===== src/fsp_pkg.sv =====
`timescale 1ns/1ps
package fsp_pkg;

	// opcodes handled inside the block
	localparam logic [7:0] OP_WR_ENABLE   = 8'h06;
	localparam logic [7:0] OP_WR_DISABLE  = 8'h04;
	localparam logic [7:0] OP_ENTER_LP    = 8'hB9;
	localparam logic [7:0] OP_RELEASE_LP  = 8'hAB;
	localparam logic [7:0] OP_SRP_NV      = 8'h65;
	localparam logic [7:0] OP_SRP_V_WE    = 8'h63;
	localparam logic [7:0] OP_SRP_V       = 8'hC0;
	localparam logic [7:0] OP_SERP_NV     = 8'h85;
	localparam logic [7:0] OP_SERP_V      = 8'h83;
	localparam logic [7:0] OP_SUSP_A      = 8'h75;
	localparam logic [7:0] OP_SUSP_B      = 8'hB0;
	localparam logic [7:0] OP_RESUME_A    = 8'h7A;
	localparam logic [7:0] OP_RESUME_B    = 8'h30;
	localparam logic [7:0] OP_WIDE_ON     = 8'hB7;
	localparam logic [7:0] OP_WIDE_OFF    = 8'h29;
	localparam logic [7:0] OP_RD_RP       = 8'h61;
	localparam logic [7:0] OP_RD_ERP      = 8'h81;

	// read parameter register layout
	localparam int RP_WRAP_LEN_LSB = 0;
	localparam int RP_WRAP_EN_BIT  = 2;
	localparam int RP_DUMMY_LSB    = 3;
	localparam int RP_HOLD_SEL_BIT = 7;
	// extended read register layout
	localparam int ERP_DRIVE_LSB   = 5;

	// shifting
	localparam logic [3:0] BYTE_BITS    = 4'h8;
	localparam logic [3:0] STEP_SINGLE  = 4'h1;
	localparam logic [3:0] STEP_QUAD    = 4'h4;
	localparam logic [7:0] WRAP_MIN_LEN = 8'h08;
	localparam logic [7:0] ADDR_ONE     = 8'h01;
	localparam logic [3:0] OE_N_SINGLE  = 4'hD;
	localparam logic [3:0] OE_N_QUAD    = 4'h0;
	localparam logic [3:0] OE_N_OFF     = 4'hF;

	// low-power timing
	localparam int CLK_PERIOD_NS = 10;
	localparam int T_ENTRY_NS    = 3000;
	localparam int T_RELEASE_NS  = 5000;
	localparam logic [15:0] ENTRY_CYC   = 16'((T_ENTRY_NS + CLK_PERIOD_NS - 1) / CLK_PERIOD_NS);
	localparam logic [15:0] RELEASE_CYC = 16'((T_RELEASE_NS + CLK_PERIOD_NS - 1) / CLK_PERIOD_NS);
	localparam logic [15:0] CNT_ONE     = 16'h0001;

	// pin synchroniser idle values: ce_n high, sck and io low
	localparam logic [5:0] PIN_IDLE = 6'h20;

	typedef enum logic [1:0] {
		PD_ACTIVE,
		PD_ENTERING,
		PD_DOWN,
		PD_RELEASING
	} fsp_pd_state_t;

	typedef enum logic [1:0] {
		SUS_NONE,
		SUS_ANY,
		SUS_ERASE_ONLY
	} fsp_sus_class_t;

endpackage : fsp_pkg

module fsp_sync #(
	parameter int         W   = 6,
	parameter logic [5:0] RST = 6'h20
) (
	// clock and reset
	input  wire logic         clk_sys,
	input  wire logic         arst_n,
	// data
	input  wire logic [W-1:0] d,
	output logic      [W-1:0] q
);
	logic [W-1:0] meta_q;

	genvar gi;
	generate
		for (gi = 0; gi < W; gi++) begin : g_bit
			always_ff @(posedge clk_sys or negedge arst_n) begin
				if (!arst_n) begin
					meta_q[gi] <= RST[gi];
					q[gi]      <= RST[gi];
				end else begin
					meta_q[gi] <= d[gi];
					q[gi]      <= meta_q[gi];
				end
			end
		end
	endgenerate
endmodule : fsp_sync


===== src/fsp_cmd_core.sv =====
// Function
// - In either suspend accept resume and temporary read/extended parameter set commands.
// - In either suspend accept enter and exit wide address commands.
// - In either suspend accept protection bit, password, lock and configuration reads.
// - In either suspend accept training pattern and correction register access.
// - Only in erase suspend accept page program commands, all forms.
// - Only in erase suspend accept sector lock and unlock commands.
// - Only in erase suspend accept dynamic protection and correction writes.
// - Low power entry needs full opcode then chip select rise; then entry delay.
// - In low power ignore everything; once fully down accept only the release command.
// - Release completes after release delay; host keeps chip select high meanwhile.
// - Release while write in progress is ignored.
// - Read parameters: wrap field low three bits, dummy field four bits above.
// - Top bit picks reset or hold for shared pin; dedicated pin ignores it.
// - Persistent read parameter set needs latch set; updates both copies.
// - Code 63h needs latch set; code C0h needs none, latch stays.
// - Wrap disabled: address increments through the whole array.
// - Values 0-3 continuous; 4-7 wrap of 8, 16, 32, 64 bytes.
// - Wrap advances inside aligned boundary within page, back to start.
// - Wrap stays until cleared by parameter write, low power or reset.
// - With wrap enabled every read uses wrapped addressing.
// - Extended register holds three bit drive field, default half strength.
// - Persistent extended set updates both copies; temporary only temporary.
// - Quad mode: each byte is two nibbles, high nibble first.
// - Suspend sets matching suspended flag and clears write enable latch.
`timescale 1ns/1ps
module fsp_cmd_core #(
	parameter int         ADDR_W         = 26,
	parameter logic [7:0] RP_NV_INIT     = 8'h00,
	parameter logic [2:0] DRIVE_HALF     = 3'h0,
	parameter bit         HAS_RESET_PIN  = 1'b0
) (
	// clock and reset
	input  wire logic              clk_sys,
	input  wire logic              arst_n,
	// link pins
	input  wire logic              ce_n_pin,
	input  wire logic              sck_pin,
	input  wire logic [3:0]        io_i,
	output logic      [3:0]        io_o_q,
	output logic      [3:0]        io_oe_n_q,
	// core status
	input  wire logic              quad_mode,
	input  wire logic              write_in_progress,
	input  wire logic              erase_busy,
	input  wire logic              program_busy,
	// accepted command report
	output logic                   cmd_strobe_q,
	output logic      [7:0]        cmd_code_q,
	// status
	output logic                   write_enable_latch_q,
	output logic                   erase_suspended_flag_q,
	output logic                   program_suspended_flag_q,
	output logic                   low_power_q,
	output logic                   wide_address_q,
	// read configuration
	output logic      [7:0]        read_parameter_register_q,
	output logic      [7:0]        ext_read_register_q,
	output logic                   hold_pin_is_reset_q,
	// read address sequencer
	input  wire logic              addr_load,
	input  wire logic [ADDR_W-1:0] addr_in,
	input  wire logic              addr_step,
	output logic      [ADDR_W-1:0] addr_q
);
	logic [5:0]                   pins_s;
	logic                         ce_s;
	logic                         sck_s;
	logic [3:0]                   io_s;
	logic                         ce_prev_q;
	logic                         sck_prev_q;
	logic                         sck_rise;
	logic                         sck_fall;
	logic                         ce_rise;
	logic                         ce_fall;
	logic [7:0]                   sh_q;
	logic [7:0]                   sh_d;
	logic [3:0]                   bits_q;
	logic [3:0]                   bits_d;
	logic [7:0]                   op_q;
	logic [7:0]                   data_q;
	logic                         have_op_q;
	logic                         have_data_q;
	logic                         op_now;
	logic                         exec;
	logic                         exec_ok;
	logic                         new_op_ok;
	logic [7:0]                   nv_rp_q;
	logic [7:0]                   v_rp_q;
	logic [7:0]                   nv_erp_q;
	logic [7:0]                   v_erp_q;
	logic [7:0]                   act_rp_q;
	fsp_pkg::fsp_pd_state_t       pd_q;
	logic [15:0]                  pd_cnt_q;
	logic                         pd_clear_wrap;
	logic [7:0]                   out_sh_q;
	logic                         out_act_q;
	logic [7:0]                   wrap_mask;
	logic [7:0]                   addr_lo_inc;

	localparam logic [7:0] ERP_INIT = {DRIVE_HALF, 5'h00};

	// suspend class of an opcode
	function automatic fsp_pkg::fsp_sus_class_t sus_class(input logic [7:0] code);
		fsp_pkg::fsp_sus_class_t c;
		c = fsp_pkg::SUS_NONE;
		case (code)
			// reads, latch, status and id commands
			8'h03, 8'h13, 8'h0B, 8'h0C, 8'hBB, 8'hBC, 8'h3B, 8'h3C, 8'hEB, 8'hEC,
			8'h6B, 8'h6C, 8'h0D, 8'h0E, 8'hBD, 8'hBE, 8'hED, 8'hEE, 8'h06, 8'h04,
			8'h05, 8'h48, 8'h16, 8'hC8, 8'h61, 8'h81, 8'hAB, 8'h9F, 8'h90, 8'hAF,
			8'h4B, 8'h5A, 8'h82, 8'h17, 8'hC5: c = fsp_pkg::SUS_ANY;
			8'h7A, 8'h30, 8'hC0, 8'h63, 8'h83: c = fsp_pkg::SUS_ANY;
			8'hB7, 8'h29: c = fsp_pkg::SUS_ANY;
			8'hFC, 8'hF2, 8'hFA, 8'hE0, 8'hE7, 8'hA7, 8'h2B: c = fsp_pkg::SUS_ANY;
			8'h41, 8'h4A, 8'hB6, 8'hB3: c = fsp_pkg::SUS_ANY;
			8'h02, 8'h12, 8'h32, 8'h38, 8'h34, 8'h3E: c = fsp_pkg::SUS_ERASE_ONLY;
			8'h24, 8'h26, 8'h25: c = fsp_pkg::SUS_ERASE_ONLY;
			8'hFB, 8'hB5, 8'h75, 8'hB0: c = fsp_pkg::SUS_ERASE_ONLY;
			default: c = fsp_pkg::SUS_NONE;
		endcase
		return c;
	endfunction : sus_class

	function automatic logic permit(input logic [7:0] code, input fsp_pkg::fsp_pd_state_t st,
		input logic erase_suspended_flag, input logic program_suspended_flag);
		fsp_pkg::fsp_sus_class_t c;
		logic ok;
		c  = sus_class(code);
		ok = 1'b0;
		if (st == fsp_pkg::PD_DOWN) begin
			ok = (code == fsp_pkg::OP_RELEASE_LP);
		end else if (st == fsp_pkg::PD_ACTIVE) begin
			if (!erase_suspended_flag && !program_suspended_flag) begin
				ok = 1'b1;
			end else begin
				ok = (c == fsp_pkg::SUS_ANY) || (c == fsp_pkg::SUS_ERASE_ONLY && erase_suspended_flag);
			end
		end
		return ok;
	endfunction : permit

	fsp_sync #(
		.W   (6),
		.RST (fsp_pkg::PIN_IDLE)
	) u_sync (
		.clk_sys (clk_sys),
		.arst_n  (arst_n),
		.d       ({ce_n_pin, sck_pin, io_i}),
		.q       (pins_s)
	);

	assign ce_s     = pins_s[5];
	assign sck_s    = pins_s[4];
	assign io_s     = pins_s[3:0];
	assign sck_rise = sck_s & ~sck_prev_q;
	assign sck_fall = ~sck_s & sck_prev_q;
	assign ce_rise  = ce_s & ~ce_prev_q;
	assign ce_fall  = ~ce_s & ce_prev_q;

	always_ff @(posedge clk_sys or negedge arst_n) begin
		if (!arst_n) begin
			ce_prev_q  <= 1'b1;
			sck_prev_q <= 1'b0;
		end else begin
			ce_prev_q  <= ce_s;
			sck_prev_q <= sck_s;
		end
	end

	// quad takes a nibble per clock, high nibble first
	always_comb begin
		if (quad_mode) begin
			sh_d   = {sh_q[3:0], io_s};
			bits_d = bits_q + fsp_pkg::STEP_QUAD;
		end else begin
			sh_d   = {sh_q[6:0], io_s[0]};
			bits_d = bits_q + fsp_pkg::STEP_SINGLE;
		end
	end

	assign op_now    = sck_rise & ~ce_s & ~have_op_q & (bits_d == fsp_pkg::BYTE_BITS);
	// only a whole opcode followed by chip select rise executes
	assign exec      = ce_rise & have_op_q;
	assign exec_ok   = exec & permit(op_q, pd_q, erase_suspended_flag_q, program_suspended_flag_q)
		& ~(pd_q == fsp_pkg::PD_DOWN && write_in_progress);
	assign new_op_ok = permit(sh_d, pd_q, erase_suspended_flag_q, program_suspended_flag_q);

	always_ff @(posedge clk_sys or negedge arst_n) begin
		if (!arst_n) begin
			sh_q        <= 8'h00;
			bits_q      <= 4'h0;
			op_q        <= 8'h00;
			data_q      <= 8'h00;
			have_op_q   <= 1'b0;
			have_data_q <= 1'b0;
		end else if (ce_rise || ce_fall) begin
			bits_q      <= 4'h0;
			have_op_q   <= 1'b0;
			have_data_q <= 1'b0;
		end else if (sck_rise && !ce_s) begin
			sh_q <= sh_d;
			if (bits_d == fsp_pkg::BYTE_BITS) begin
				bits_q <= 4'h0;
				if (!have_op_q) begin
					op_q      <= sh_d;
					have_op_q <= 1'b1;
				end else if (!have_data_q) begin
					data_q      <= sh_d;
					have_data_q <= 1'b1;
				end
			end else begin
				bits_q <= bits_d;
			end
		end
	end

	// write enable latch, suspend flags, address width
	always_ff @(posedge clk_sys or negedge arst_n) begin
		if (!arst_n) begin
			write_enable_latch_q     <= 1'b0;
			erase_suspended_flag_q   <= 1'b0;
			program_suspended_flag_q <= 1'b0;
			wide_address_q           <= 1'b0;
		end else if (exec_ok) begin
			unique case (op_q)
				fsp_pkg::OP_WR_ENABLE: begin
					write_enable_latch_q <= 1'b1;
				end
				fsp_pkg::OP_WR_DISABLE: begin
					write_enable_latch_q <= 1'b0;
				end
				fsp_pkg::OP_SRP_NV, fsp_pkg::OP_SRP_V_WE: begin
					if (have_data_q) begin
						write_enable_latch_q <= 1'b0;
					end
				end
				fsp_pkg::OP_SUSP_A, fsp_pkg::OP_SUSP_B: begin
					if (erase_busy) begin
						erase_suspended_flag_q <= 1'b1;
						write_enable_latch_q   <= 1'b0;
					end else if (program_busy) begin
						program_suspended_flag_q <= 1'b1;
						write_enable_latch_q     <= 1'b0;
					end
				end
				fsp_pkg::OP_RESUME_A, fsp_pkg::OP_RESUME_B: begin
					erase_suspended_flag_q   <= 1'b0;
					program_suspended_flag_q <= 1'b0;
				end
				fsp_pkg::OP_WIDE_ON: begin
					wide_address_q <= 1'b1;
				end
				fsp_pkg::OP_WIDE_OFF: begin
					wide_address_q <= 1'b0;
				end
				default: begin
				end
			endcase
		end
	end

	// parameter registers; C0h leaves the latch alone
	always_ff @(posedge clk_sys or negedge arst_n) begin
		if (!arst_n) begin
			nv_rp_q  <= RP_NV_INIT;
			v_rp_q   <= RP_NV_INIT;
			nv_erp_q <= ERP_INIT;
			v_erp_q  <= ERP_INIT;
		end else if (pd_clear_wrap) begin
			v_rp_q[fsp_pkg::RP_WRAP_EN_BIT] <= 1'b0;
		end else if (exec_ok && have_data_q) begin
			unique case (op_q)
				fsp_pkg::OP_SRP_NV: begin
					if (write_enable_latch_q) begin
						nv_rp_q <= data_q;
						v_rp_q  <= data_q;
					end
				end
				fsp_pkg::OP_SRP_V_WE: begin
					if (write_enable_latch_q) begin
						v_rp_q <= data_q;
					end
				end
				fsp_pkg::OP_SRP_V: begin
					v_rp_q <= data_q;
				end
				fsp_pkg::OP_SERP_NV: begin
					nv_erp_q <= data_q;
					v_erp_q  <= data_q;
				end
				fsp_pkg::OP_SERP_V: begin
					v_erp_q <= data_q;
				end
				default: begin
				end
			endcase
		end
	end

	// a frame in flight keeps the parameters it started with
	always_ff @(posedge clk_sys or negedge arst_n) begin
		if (!arst_n) begin
			act_rp_q <= RP_NV_INIT;
		end else if (op_now) begin
			act_rp_q <= v_rp_q;
		end
	end

	assign read_parameter_register_q = act_rp_q;
	assign ext_read_register_q       = v_erp_q;

	always_ff @(posedge clk_sys or negedge arst_n) begin
		if (!arst_n) begin
			hold_pin_is_reset_q <= 1'b0;
		end else begin
			hold_pin_is_reset_q <= ~HAS_RESET_PIN & v_rp_q[fsp_pkg::RP_HOLD_SEL_BIT];
		end
	end

	// low power sequencing
	assign pd_clear_wrap = (pd_q == fsp_pkg::PD_ENTERING) && (pd_cnt_q == 16'h0000);

	always_ff @(posedge clk_sys or negedge arst_n) begin
		if (!arst_n) begin
			pd_q     <= fsp_pkg::PD_ACTIVE;
			pd_cnt_q <= 16'h0000;
		end else begin
			unique case (pd_q)
				fsp_pkg::PD_ACTIVE: begin
					if (exec_ok && op_q == fsp_pkg::OP_ENTER_LP) begin
						pd_q     <= fsp_pkg::PD_ENTERING;
						pd_cnt_q <= fsp_pkg::ENTRY_CYC - fsp_pkg::CNT_ONE;
					end
				end
				fsp_pkg::PD_ENTERING: begin
					if (pd_cnt_q == 16'h0000) begin
						pd_q <= fsp_pkg::PD_DOWN;
					end else begin
						pd_cnt_q <= pd_cnt_q - fsp_pkg::CNT_ONE;
					end
				end
				fsp_pkg::PD_DOWN: begin
					if (exec_ok && !write_in_progress) begin
						pd_q     <= fsp_pkg::PD_RELEASING;
						pd_cnt_q <= fsp_pkg::RELEASE_CYC - fsp_pkg::CNT_ONE;
					end
				end
				fsp_pkg::PD_RELEASING: begin
					// frames during the delay are dropped, the host must wait
					if (pd_cnt_q == 16'h0000) begin
						pd_q <= fsp_pkg::PD_ACTIVE;
					end else begin
						pd_cnt_q <= pd_cnt_q - fsp_pkg::CNT_ONE;
					end
				end
			endcase
		end
	end

	always_ff @(posedge clk_sys or negedge arst_n) begin
		if (!arst_n) begin
			low_power_q <= 1'b0;
		end else begin
			low_power_q <= (pd_q != fsp_pkg::PD_ACTIVE);
		end
	end

	// report of every command that survived filtering
	always_ff @(posedge clk_sys or negedge arst_n) begin
		if (!arst_n) begin
			cmd_strobe_q <= 1'b0;
			cmd_code_q   <= 8'h00;
		end else begin
			cmd_strobe_q <= exec_ok;
			if (exec_ok) begin
				cmd_code_q <= op_q;
			end
		end
	end

	// register readback, shifted out on falling sck
	always_ff @(posedge clk_sys or negedge arst_n) begin
		if (!arst_n) begin
			out_sh_q  <= 8'h00;
			out_act_q <= 1'b0;
			io_o_q    <= 4'h0;
			io_oe_n_q <= fsp_pkg::OE_N_OFF;
		end else if (ce_s) begin
			out_act_q <= 1'b0;
			io_oe_n_q <= fsp_pkg::OE_N_OFF;
		end else if (op_now && new_op_ok && pd_q == fsp_pkg::PD_ACTIVE) begin
			if (sh_d == fsp_pkg::OP_RD_RP) begin
				out_sh_q  <= v_rp_q;
				out_act_q <= 1'b1;
			end else if (sh_d == fsp_pkg::OP_RD_ERP) begin
				out_sh_q  <= v_erp_q;
				out_act_q <= 1'b1;
			end
		end else if (sck_fall && out_act_q) begin
			if (quad_mode) begin
				io_o_q    <= out_sh_q[7:4];
				io_oe_n_q <= fsp_pkg::OE_N_QUAD;
				out_sh_q  <= {out_sh_q[3:0], out_sh_q[7:4]};
			end else begin
				io_o_q    <= {2'b00, out_sh_q[7], 1'b0};
				io_oe_n_q <= fsp_pkg::OE_N_SINGLE;
				out_sh_q  <= {out_sh_q[6:0], out_sh_q[7]};
			end
		end
	end

	// wrap length 8 << sel, boundary aligned inside the page
	assign wrap_mask   = (fsp_pkg::WRAP_MIN_LEN << act_rp_q[fsp_pkg::RP_WRAP_LEN_LSB +: 2])
		- fsp_pkg::ADDR_ONE;
	assign addr_lo_inc = addr_q[7:0] + fsp_pkg::ADDR_ONE;

	always_ff @(posedge clk_sys or negedge arst_n) begin
		if (!arst_n) begin
			addr_q <= '0;
		end else if (addr_load) begin
			addr_q <= addr_in;
		end else if (addr_step) begin
			if (act_rp_q[fsp_pkg::RP_WRAP_EN_BIT]) begin
				addr_q[7:0] <= (addr_q[7:0] & ~wrap_mask) | (addr_lo_inc & wrap_mask);
			end else begin
				addr_q <= addr_q + ADDR_W'(1);
			end
		end
	end

endmodule : fsp_cmd_core


===== config.mk =====
export PLATFORM = sky130hd
export DESIGN_NAME = fsp_cmd_core
export DESIGN_NICKNAME = d
export VERILOG_FILES = /design/src/fsp_pkg.sv /design/src/fsp_cmd_core.sv
export SDC_FILE = /design/constraint.sdc
export NUM_CORES = 1
export LEC_CHECK = 0
export ABC_AREA = 0
export BUFFER_PORTS_ARGS = -buffer_cell sky130_fd_sc_hd__buf_4
export CAP_MARGIN = 20
export CORE_MARGIN = 5
export CORE_UTILIZATION = 62
export DETAILED_ROUTE_END_ITERATION = 6
export PLACE_DENSITY_LB_ADDON = 0.15
export REMOVE_ABC_BUFFERS = 1
export SYNTH_ARGS = -nofsm -noshare
export SYNTH_HDL_FRONTEND = slang
export SYNTH_SLANG_ARGS = --single-unit

===== constraint.sdc =====
create_clock -name clk_sys -period 4.05 [get_ports clk_sys]
set_input_delay 0.405 -clock clk_sys [delete_from_list [all_inputs] [get_ports clk_sys]]
set_output_delay 0.405 -clock clk_sys [all_outputs]
set_load 0.01 [all_outputs]

==> results.ini, run 1 <==
[outcome]
status = complete, no violations

[critical_path]
critPathLaunch = pd_cnt_q[0]
cpPeakStageDelay_ps = 630
critical_path_buf_inv_count = 1
regToRegEndpoint = pd_cnt_q[7]
crit_path_end_kind = flip-flop
crit_type = flip-flop to flip-flop
crit_family = simple AND/OR/NAND/NOR gates
cp-endpoint = pd_cnt_q[7]
ff2ff_path_depth = 10
crit_chain = inv_1 -> ha_1 -> or3b_1 -> nor3_1 -> nand2_1 -> or3_1 -> nor2_1 -> or2_1 -> o21ba_1 -> o22a_1
worstPathMaxFanout = 24
cp_slowest_cell = or2_1
r2r_slack_ps = 820
r2r-start = pd_cnt_q[0]
crit_required_ps = 4360
arrival_ps = 3540
crit_path_start_kind = flip-flop
crit_cells = 10

[clock_network]
clock_sinks = 141
path_clk_slew_ps = 60
cts_tree = yes
cts_resized = 0
cts-root-buf = clkbuf_16
cts-htree-levels = 4
cts_buffers = 17
cts_hold_buf = 0
ctsLongestPathBuffers = 2
postCtsSetupRepairBufs = 0
clk_latency_ps = 420

[global_route]
use_met3 = 0.06019
use_met1 = 0.3383
grt_pass1_wl_mm = 29.13
gr-total-overflow = 0
grtUsageTotal = 0.2525
busiest_layer = met2
antenna_found_initial = 0
met2_usage = 0.4082
grt_max_degree = 106
grt_pass1_vias = 5856

[route]
wl_per_cell_um = 17.85
drc = 0
ant_nets = 0
viasPerCell = 6.129
drt-pass1-iter-count = 6
routed-via-count = 5964
drt_iter0_markers = 706
routed_wl_mm = 17.37

[yosys]
synthFlopType = dfrtp_1
async_reset_ff_frac = 1.000
synth-seq-area-share = 0.4812
synth-edff-count = 0
synth_cell_type_count = 71
syn_inst = 737
yosys_warnings = 0
postSynthAreaPerCell_sq_um = 9.967
synth-seq-cells = 141
syn_area_sq_um = 7346

[finish]
diodes = 0
drive_gt1_frac = 0.2361
fin_util = 0.7545
multi_input_area_sq_um = 3480
synthToLayoutAreaGrowth_pct = 18.28
seqCellArea_sq_um = 3535
fin_nets = 866
fillerInstances = 791

[timing]
fin_tns_setup_ps = 0
slew_violations = 0
setup_slack_ps = 818.1
fin_crit_sh = 0.7980
worst_pin_slew_ps = 944.3
finalClockSkew_ps = 6.333
finalHoldViolCount = 0
setup_viol = 0
max_slew_margin = 0.3705
rsz0062_at_grt = false
fmax_ghz = 0.3094
min_period_ps = 3232

[die]
die_width_um = 118.9
die_h_um = 118.9
core_sq_um = 11520
rows = 39
io_pins = 105
start_util = 0.6379
dieArea_sq_um = 14130

[place]
place.gp.congestion = 0.9072
numPortBuffers = 104
dp_hpwl_mm = 11.51
dp_slack_ps = 934.1

[run]
maxCapViolations = 0

[power]
ir_drop_uv = 421.8
total_power_uw = 3416
powerDensity_nw_per_um2 = 393.1
p_leak_uw = 0.003907

[min_path]
holdCritPathClass = primary input to flip-flop

==> Yosys cell counts, types with 9 or more instances <==
master | count | area [sq um]
dfrtp_1 | 136 | 3403
nand2_1 | 76 | 285.3
nor2_1 | 66 | 247.7
o21ai_0 | 53 | 265.3
a21oi_1 | 40 | 200.2
nand3_1 | 29 | 145.1
mux2_2 | 27 | 304.0
mux2i_1 | 26 | 260.3
xor2_1 | 21 | 183.9
clkbuf_1 | 20 | 75.07
nor3_1 | 14 | 70.07
inv_1 | 13 | 48.80
nand2b_1 | 11 | 68.82
o221ai_1 | 11 | 96.34
buf_4 | 10 | 75.07
xnor2_1 | 10 | 87.58
buf_2 | 9 | 45.04
ha_1 | 9 | 112.6
nand4_1 | 9 | 56.30
or3_1 | 9 | 56.30
==> worst min-delay path by stage <==
stage | from | endpoint | slack [ps] | cells after the start
final | sck_pin | u_sync.meta_q[4] | 90 | 1
after global routing | ce_n_pin | u_sync.meta_q[5] | 70 | 1
after CTS | sck_pin | u_sync.meta_q[4] | 80 | 1
after detailed placement | u_sync.meta_q[2] | u_sync.q[2] | 330 | 0
after global placement | u_sync.meta_q[0] | u_sync.q[0] | 330 | 0
after floorplan | arst_n | async pin | 110 | 0
==> cell usage in the layout, fill, tap and decap left out, types with 10 or more instances in the layout <==
cell type and instances:
nor2_1 66, nand2b_1 11, mux2i_1 26, nand2_1 76
nor3_1 14, xor2_1 21, o221ai_1 11, o21ai_0 53
nand3_1 29, xnor2_1 10, clkbuf_16 17, dfrtp_1 136
mux2_2 27, inv_1 13, a21oi_1 40, buf_4 107
==> report_power, final <==
part | internal [uW] | switching [uW] | total, uW
registers | 1470 | 70.2 | 1540
logic | 122 | 147 | 269
clock network | 1000 | 606 | 1610
==> cell type report <==
class	count	area share
clock inverters	13	0.01915
flip-flops and latches	141	0.4068
clock buffers	19	0.05213
well taps	143	0.02059
inverters	15	0.007056
repair buffers	108	0.09375
multi-input cells	534	0.4005
==> layer usage <==
| metal | share of wire | wire length, um |
|---|---|---|
| met5 | 0 | 0 |
| met2 | 0.48 | 8343 |
| met1 | 0.43 | 7510 |
| met3 | 0.072 | 1246 |
| met4 | 0.016 | 270 |
==> state kept, by name, summed over array words and instances (netlist names), 2 cells and up, named ones only <==
register,count
ext_read_register_q,8
io_o_q,4
addr_q,23
v_rp_q,8
op_q,8
u_sync.meta_q,6
pd_cnt_q,16
u_sync.q,6
pd_q,2
sh_q,7
io_oe_n_q,2
data_q,8
out_sh_q,8
cmd_code_q,8
read_parameter_register_q,8
bits_q,4
==> cells by family after synthesis <==
family                   share of synthesized area
AND/OR/NAND/NOR                             0.1933
buffers and inverters                      0.04514
AO/OA/AOI/OAI                               0.1349
XOR/XNOR                                   0.03696
flip-flops                                  0.4812
multiplexers                               0.09317
adder cells (fa/ha/maj)                    0.01533
==> stage by stage <==
step / cell area, sq um / hold slack [ps] / std cells
2_1_floorplan: 7076 / 109.4 / 690
3_3_place_gp: 8069 / 332.6 / 941
3_5_place_dp: 8069 / 334.7 / 941
4_1_cts: 8688 / 80.12 / 973
5_1_grt: 8688 / 71.77 / 973
6_report: 8688 / 92.87 / 973
Note: power is estimated with default switching activity, not from simulation.
==> run 2: changes to the inputs <==
--- a/config.mk
+++ b/config.mk
@@ -5,11 +5,11 @@
 export SDC_FILE = /design/constraint.sdc
 export NUM_CORES = 1
 export LEC_CHECK = 0
-export ABC_AREA = 0
+export ABC_AREA = 1
 export BUFFER_PORTS_ARGS = -buffer_cell sky130_fd_sc_hd__buf_4
 export CAP_MARGIN = 20
 export CORE_MARGIN = 5
-export CORE_UTILIZATION = 62
+export CORE_UTILIZATION = 53
 export DETAILED_ROUTE_END_ITERATION = 6
 export PLACE_DENSITY_LB_ADDON = 0.15
 export REMOVE_ABC_BUFFERS = 1
==> constraint.sdc (replaced) <==
create_clock -name clk_sys -period 2.7 [get_ports clk_sys]
set_input_delay 0.27 -clock clk_sys [delete_from_list [all_inputs] [get_ports clk_sys]]
set_output_delay 0.27 -clock clk_sys [all_outputs]
set_load 0.01 [all_outputs]
==> results.ini, run 2 <==
[die]
dieArea_sq_um = 18030  ; was 14130 sq um
core_sq_um = 15200  ; was 11520 sq um
die_h_um = 134.3  ; was 118.9 um
die_width_um = 134.3  ; was 118.9 um
rows = 45  ; was 39
io_pins = 105  ; unchanged
start_util = 0.5385  ; was 0.6379

[yosys]
yosysMostFrequentCell = nand2_1  ; was dfrtp_1
syn_area_sq_um = 8187  ; was 7346 sq um
synth_cell_type_count = 51  ; was 71
synthTopCellsByCount = 316 x nand2_1, 136 x dfrtp_1, 118 x inv_1, 104 x o21ai_0, 97 x nor2_1  ; was 136 x dfrtp_1, 76 x nand2_1, 66 x nor2_1, 53 x o21ai_0, 40 x a21oi_1
yosys_warnings = 0  ; unchanged
synth_top_area_cell = dfrtp_1  ; unchanged
synth-seq-area-share = 0.4318  ; was 0.4812
synth-seq-cells = 141  ; unchanged
synth-edff-count = 0  ; unchanged
synthFlopType = dfrtp_1  ; unchanged
synth.area.top_cells = dfrtp_1 42%, nand2_1 14%, o21ai_0 6.4%  ; was dfrtp_1 46%, mux2_2 4.1%, nand2_1 3.9%
postSynthAreaPerCell_sq_um = 7.349  ; was 9.967 sq um
synth_top_area_frac = 0.4157  ; was 0.4633
syn_inst = 1114  ; was 737
async_reset_ff_frac = 1.000  ; unchanged

[clock_network]
cts-htree-levels = 4  ; unchanged
ctsLongestPathBuffers = 2  ; unchanged
clock_sinks = 141  ; unchanged
cts_buffers = 17  ; unchanged
cts_tree = yes  ; unchanged
path_clk_slew_ps = 60  ; about the same
postCtsSetupRepairBufs = 0  ; unchanged
cts-root-buf = clkbuf_16  ; unchanged
clk_latency_ps = 420  ; about the same

[global_route]
antenna_found_initial = 0  ; unchanged
grt_pass1_vias = 7143  ; was 5856
grt_pass1_wl_mm = 35.70  ; was 29.13 mm
grtUsageTotal = 0.2457  ; was 0.2525
gr-total-overflow = 0  ; unchanged
grt_max_degree = 45  ; was 106

[finish]
finalNonFillerCells = 1432  ; was 973
final_common_cell = nand2_1  ; was dfrtp_1
synthToLayoutAreaGrowth_pct = 19.78  ; was 18.28%
regMostFlops = addr_q  ; unchanged
most-common-layout-cells = 316 x nand2_1, 136 x dfrtp_1, 127 x buf_4, 118 x inv_1, 104 x o21ai_0  ; was 136 x dfrtp_1, 107 x buf_4, 76 x nand2_1, 66 x nor2_1, 53 x o21ai_0
largest_reg_flops = 23  ; unchanged
fin_util = 0.6450  ; was 0.7545
fin_nets = 1283  ; was 866
drive_gt1_frac = 0.1704  ; was 0.2361
fillerInstances = 1340  ; was 791
reg.largest.list = addr_q x23, pd_cnt_q x16  ; unchanged
fin_area_sq_um = 9806  ; was 8688 sq um
diodes = 0  ; unchanged

[power]
ir_drop_uv = 507.7  ; was 421.8 uV
p_leak_uw = 0.004981  ; was 0.003907 uW
powerDensity_nw_per_um2 = 554.4  ; was 393.1 nW/um^2

[route]
viasPerCell = 5.437  ; was 6.129
routed_wl_mm = 21.85  ; was 17.37 mm
drt_iter0_markers = 647  ; was 706
drc = 0  ; unchanged
routed-via-count = 7786  ; was 5964
ant_nets = 0  ; unchanged
wl_per_cell_um = 15.26  ; was 17.85 um
drt-pass1-iter-count = 5  ; was 6

[place]
numPortBuffers = 104  ; unchanged
dp_hpwl_mm = 16.39  ; was 11.51 mm
place_area_sq_um = 9184  ; was 8069 sq um
dp.cells = 1396  ; was 941
place.gp.congestion = 1.015  ; was 0.9072

[critical_path]
ff2ff_path_depth = 17  ; was 10
r2r_slack_ps = 230  ; was 820 ps
regToRegEndpoint = pd_q[0]  ; was pd_cnt_q[7]
arrival_ps = 2780  ; was 3540 ps
crit_required_ps = 3010  ; was 4360 ps
r2r-start = op_q[2]  ; was pd_cnt_q[0]
worstPathMaxFanout = 10  ; was 24
crit_path_start_kind = flip-flop  ; unchanged
crit_path_end_kind = flip-flop  ; unchanged
crit_type = flip-flop to flip-flop  ; unchanged

[timing]
fmax_ghz = 0.4050  ; was 0.3094 GHz
setup_viol = 0  ; unchanged
worst_pin_slew_ps = 695.7  ; was 944.3 ps
rsz0062_at_grt = false  ; unchanged
max_slew_margin = 0.5357  ; was 0.3705
worst_hold_slack_ps = 68.67  ; was 92.87 ps
finalHoldViolCount = 0  ; unchanged
fin_crit_sh = 0.9144  ; was 0.7980
fin_tns_setup_ps = 0  ; unchanged
finalClockSkew_ps = 8.326  ; was 6.333 ps
slew_violations = 0  ; unchanged
min_period_ps = 2469  ; was 3232 ps

[min_path]
holdCritPathClass = primary input to flip-flop  ; unchanged
min_from = addr_in[7]  ; was sck_pin
holdPathStages = 3  ; was 1
hold_end = addr_q[7]  ; was u_sync.meta_q[4]

[outcome]
status = complete, no violations  ; unchanged

[run]
maxCapViolations = 0  ; unchanged

[run 2: cell types whose count changed after synthesis, moves of 27 or more]
cell / previous run / this run
nand2_1: 76 / 316
inv_1: 13 / 118
nand3_1: 29 / 85
o21ai_0: 53 / 104
nor2_1: 66 / 97
mux2_2: 27 / 0
[run 2: worst max path at each step]
stage,startpoint,endpoint,slack [ps],cells after the start
after floorplan,ce_prev_q,data_q[7],280,9
after CTS,addr_q[0],addr_q[24],270,13
after global placement,quad_mode,out_sh_q[4],150,21
after detailed placement,quad_mode,out_sh_q[4],140,20
final,op_q[2],pd_q[0],230,17
after global routing,sh_q[2],out_sh_q[7],20,19
[run 2: power by group]
group | switching (uW) | total [uW] | internal, uW | leakage, uW
clock network | 892 | 2160 | 1270 | 0.000256
logic | 599 | 940 | 341 | 0.00293
registers | 108 | 2340 | 2230 | 0.00179
total | 1600 | 5440 | 3840 | 0.00498
[run 2: repair_timing]
item | 4_1_cts | 5_1_grt
hold buffers | 7 | 0
gates resized for setup | 0 | 3
setup endpoints to repair | 0 | 13
hold endpoints to repair | 46 | 0
[run 2: final cells by class]
class	instances	area [sq um]	share of cell area
multi-input combinational	809	3974	0.4053
sequential	141	3535	0.3605
timing repair buffer	135	1035	0.1055
inverter	130	490.5	0.05002
clock buffer	18	439.2	0.04479
tap	188	235.2	0.02399
clock inverter	11	97.59	0.009953
[run 2: metal layers]
layer,global-route usage,share of wire,vias up,wire (um)
met5,0,0,-,0
met4,0.07014,0.015,0,327
met3,0.05514,0.076,28,1665
met2,0.3838,0.46,333,10010
met1,0.3457,0.45,3576,9849
li1,-,-,3849,-
[run 2: worst max-delay path: stages (launching register included)]
cell and delay [ps]:
dfrtp_1 460, inv_2 180, nand2_2 120, inv_1 140
nand2_1 110, nand2_1 90, a21oi_1 90, a21oi_1 170
nor2_1 80, nand4_1 90, nand2_1 60, nand2_2 90
nand3_1 120, nand2_1 170, buf_4 200, nand2_1 80
nand2_1 70, nand2_1 50
[run 2: through the flow]
step / worst slack, ps / power [uW]
detailed placement: 135.5 / 3286
finish: 231.1 / 5436
global placement: 145.6 / 3281
CTS: 271.2 / 5472
global route: 21.99 / 5691
floorplan: 281.3 / 2903
[run 2: kinds of logic (layout without fill, tap and decap cells)]
logic type / Yosys count / in the layout / share of synthesized area
adder cells (fa/ha/maj): 9 / 9 / 0.01376
XOR/XNOR: 34 / 34 / 0.03637
multiplexers: 1 / 1 / 0.001223
AO/OA/AOI/OAI: 186 / 186 / 0.1235
buffers and inverters: 164 / 294 / 0.08467
flip-flops: 141 / 141 / 0.4318
AND/OR/NAND/NOR: 579 / 579 / 0.3087
==> run 3: changes to the inputs <==
--- a/config.mk
+++ b/config.mk
@@ -15,4 +15,5 @@
 export REMOVE_ABC_BUFFERS = 1
 export SYNTH_ARGS = -nofsm -noshare
 export SYNTH_HDL_FRONTEND = slang
+export SYNTH_HIERARCHICAL = 1
 export SYNTH_SLANG_ARGS = --single-unit
==> results.ini, run 3 <==
[place]
dp.cells = 1396  ; unchanged
numPortBuffers = 104  ; unchanged
dp_slack_ps = 135.5  ; unchanged
dp_hpwl_mm = 16.39  ; unchanged
place.gp.congestion = 1.015  ; unchanged

[route]
drt-pass1-iter-count = 5  ; unchanged
viasPerCell = 5.424  ; was 5.437
wl_met2_mm = 9.912  ; was 10.01 mm
met1_length_mm = 9.829  ; was 9.849 mm
ant_nets = 0  ; unchanged
drc = 0  ; unchanged
routed-via-count = 7767  ; was 7786
routed_wl_mm = 21.85  ; about the same
drt_iter0_markers = 720  ; was 647
wl_per_cell_um = 15.26  ; about the same
top_layer = met4  ; unchanged
met3_length_mm = 1.717  ; was 1.665 mm

[power]
pwr-share-seq = 0.430  ; about the same
internal_power_uw = 3837  ; about the same
switching_power_uw = 1595  ; was 1599 uW
powerDensity_nw_per_um2 = 554.0  ; was 554.4 nW/um^2
sw_frac_of_total = 0.2937  ; was 0.2941
p_leak_uw = 0.004981  ; unchanged
ir_drop_uv = 509.1  ; was 507.7 uV
comb_power_share = 0.173  ; about the same
pwr-share-clk = 0.397  ; about the same

[finish]
final_common_cell = nand2_1  ; unchanged
synthToLayoutAreaGrowth_pct = 19.78  ; unchanged
drive_gt1_frac = 0.1704  ; unchanged
diodes = 0  ; unchanged
multi_input_area_sq_um = 3974  ; unchanged
most-common-layout-cells = 316 x nand2_1, 136 x dfrtp_1, 127 x buf_4, 118 x inv_1, 104 x o21ai_0  ; unchanged
fillerInstances = 1340  ; unchanged
fin_nets = 1283  ; unchanged
seqCellArea_sq_um = 3535  ; unchanged
largest_reg_flops = 23  ; unchanged
regMostFlops = addr_q  ; unchanged
finalNonFillerCells = 1432  ; unchanged
reg.largest.list = addr_q x23, pd_cnt_q x16  ; unchanged

[clock_network]
ctsLongestPathBuffers = 2  ; unchanged
cts-htree-levels = 4  ; unchanged
cts_tree = yes  ; unchanged
clock_sinks = 141  ; unchanged
path_clk_slew_ps = 60  ; about the same
cts_buffers = 17  ; unchanged
cts-root-buf = clkbuf_16  ; unchanged
clk_latency_ps = 420  ; about the same

[global_route]
grt_max_degree = 45  ; unchanged
antenna_found_initial = 0  ; unchanged
gr-total-overflow = 0  ; unchanged
grtUsageTotal = 0.2457  ; unchanged
grt_pass1_wl_mm = 35.70  ; unchanged
grt_pass1_vias = 7143  ; unchanged

[yosys]
synth-seq-area-share = 0.4318  ; unchanged
synth_top_area_frac = 0.4157  ; unchanged
synth_top_area_cell = dfrtp_1  ; unchanged
synthTopCellsByCount = 316 x nand2_1, 136 x dfrtp_1, 118 x inv_1, 104 x o21ai_0, 97 x nor2_1  ; unchanged
postSynthAreaPerCell_sq_um = 7.349  ; unchanged
synth_cell_type_count = 51  ; unchanged
async_reset_ff_frac = 1.000  ; unchanged
yosysMostFrequentCell = nand2_1  ; unchanged
synth.area.top_cells = dfrtp_1 42%, nand2_1 14%, o21ai_0 6.4%  ; unchanged
synth-seq-cells = 141  ; unchanged
syn_inst = 1114  ; unchanged
synth-edff-count = 0  ; unchanged
syn_area_sq_um = 8187  ; unchanged
synthFlopType = dfrtp_1  ; unchanged
yosys_warnings = 6  ; was 0

[timing]
fin_crit_sh = 0.9051  ; was 0.9144
min_period_ps = 2444  ; was 2469 ps
setup_viol = 0  ; unchanged
worst_pin_slew_ps = 697.0  ; was 695.7 ps
finalHoldViolCount = 0  ; unchanged
fin_tns_setup_ps = 0  ; unchanged
worst_hold_slack_ps = 65.84  ; was 68.67 ps
rsz0062_at_grt = false  ; unchanged
max_slew_margin = 0.5348  ; was 0.5357
fmax_ghz = 0.4092  ; was 0.4050 GHz
finalClockSkew_ps = 7.548  ; was 8.326 ps
setup_slack_ps = 256.3  ; was 231.1 ps
slew_violations = 0  ; unchanged

[die]
io_pins = 105  ; unchanged
die_h_um = 134.3  ; unchanged
rows = 45  ; unchanged
core_sq_um = 15200  ; unchanged
dieArea_sq_um = 18030  ; unchanged
start_util = 0.5385  ; unchanged
die_width_um = 134.3  ; unchanged

[critical_path]
r2r-start = op_q[2]  ; unchanged
r2r_slack_ps = 260  ; was 230 ps
critical_path_buf_inv_count = 3  ; unchanged
arrival_ps = 2760  ; was 2780 ps
crit_cells = 17  ; unchanged
crit_chain = inv_2 -> nand2_2 -> inv_1 -> nand2_1 -> nand2_1 -> a21oi_1 -> a21oi_1 -> nor2_1 -> nand4_1 -> nand2_1 -> nand2_2 -> nand3_1 -> nand2_1 -> buf_4 -> nand2_1 -> nand2_1 -> nand2_1  ; unchanged
crit_required_ps = 3010  ; about the same
regToRegEndpoint = pd_q[0]  ; unchanged
cpPeakStageDelay_ps = 460  ; about the same
worstPathMaxFanout = 10  ; unchanged
crit_path_end_kind = flip-flop  ; unchanged
critPathLaunch = op_q[2]  ; unchanged
cp-endpoint = pd_q[0]  ; unchanged
cp_common_cell = nand2_1  ; unchanged
cp_slowest_cell = dfrtp_1  ; unchanged
crit_family = simple AND/OR/NAND/NOR gates  ; unchanged
crit_path_start_kind = flip-flop  ; unchanged
crit_type = flip-flop to flip-flop  ; unchanged
ff2ff_path_depth = 17  ; unchanged

[outcome]
status = complete, no violations  ; unchanged

[run]
maxCapViolations = 0  ; unchanged

[min_path]
holdCritPathClass = primary input to flip-flop  ; unchanged

## run 3: cell counts in the layout (fill, tap and decap cells not counted)
No cell type changed its count.
## run 3: area by class of cell
type	count	share of cell area
sequential	141	0.3605
timing repair buffer	135	0.1055
clock buffer	18	0.04479
clock inverter	11	0.009953
inverter	130	0.05002
tap	188	0.02399
multi-input combinational	809	0.4053
## run 3: stage by stage
stage                     total power [uW]  utilization  cell area [sq um]
after CTS                             5472       0.6440               9791
after global routing                  5691       0.6450               9806
final                                 5432       0.6450               9806
after detailed placement              3286       0.6041               9184
after global placement                3281       0.6041               9184
after floorplan                       2903            -               7984
## run 3: what timing repair did
action / in CTS / in global routing
resized for setup: 0 / 3
hold endpoints to repair: 46 / 0
hold buffers: 7 / 0
setup endpoints to repair: 0 / 13
setup buffers: 0 / 0
## run 3: worst min-delay path by stage
stage,from,endpoint,depth (start not counted)
global route,addr_in[1],addr_q[1],3
CTS,addr_in[7],addr_q[7],3
global placement,arst_n,addr_q[25],1
detailed placement,arst_n,addr_q[25],1
floorplan,arst_n,async pin,0
finish,addr_in[7],addr_q[7],3
## run 3: logic make-up (layout without fill, tap and decap cells)
logic type | count (synthesis) | in the layout | synth area share
muxes | 1 | 1 | 0.001223
buffers and inverters | 164 | 294 | 0.08467
xor gates and xnor gates | 34 | 34 | 0.03637
DFF | 141 | 141 | 0.4318
adders and majority gates | 9 | 9 | 0.01376
and+or+nand+nor | 579 | 579 | 0.3087
AOI/OAI and AO/OA | 186 | 186 | 0.1235
## run 3: power groups by stage
| stage | registers (uW) | clock network, uW | logic (uW) |
|---|---|---|---|
| detailed placement | 2370 | 0 | 917 |
| global route | 2350 | 2290 | 1050 |
| global placement | 2370 | 0 | 912 |
| CTS | 2330 | 2210 | 933 |
| floorplan | 2370 | 0 | 530 |
| finish | 2340 | 2160 | 937 |
## run 3: routing by layer
metal	GRT usage	vias up
li1	-	3849
met1	0.3457	3574
met2	0.3838	311
met3	0.05514	33
met4	0.07014	0
met5	0	-
## run 3: worst reg2reg max path: cells and delay by family, from the launching register on
| kind | cells | cell delay (ps) |
|---|---|---|
| AND/OR/NAND/NOR | 12 | 1120 |
| flip-flops | 1 | 460 |
| buffers and inverters | 3 | 520 |
| AO/OA/AOI/OAI | 2 | 240 |
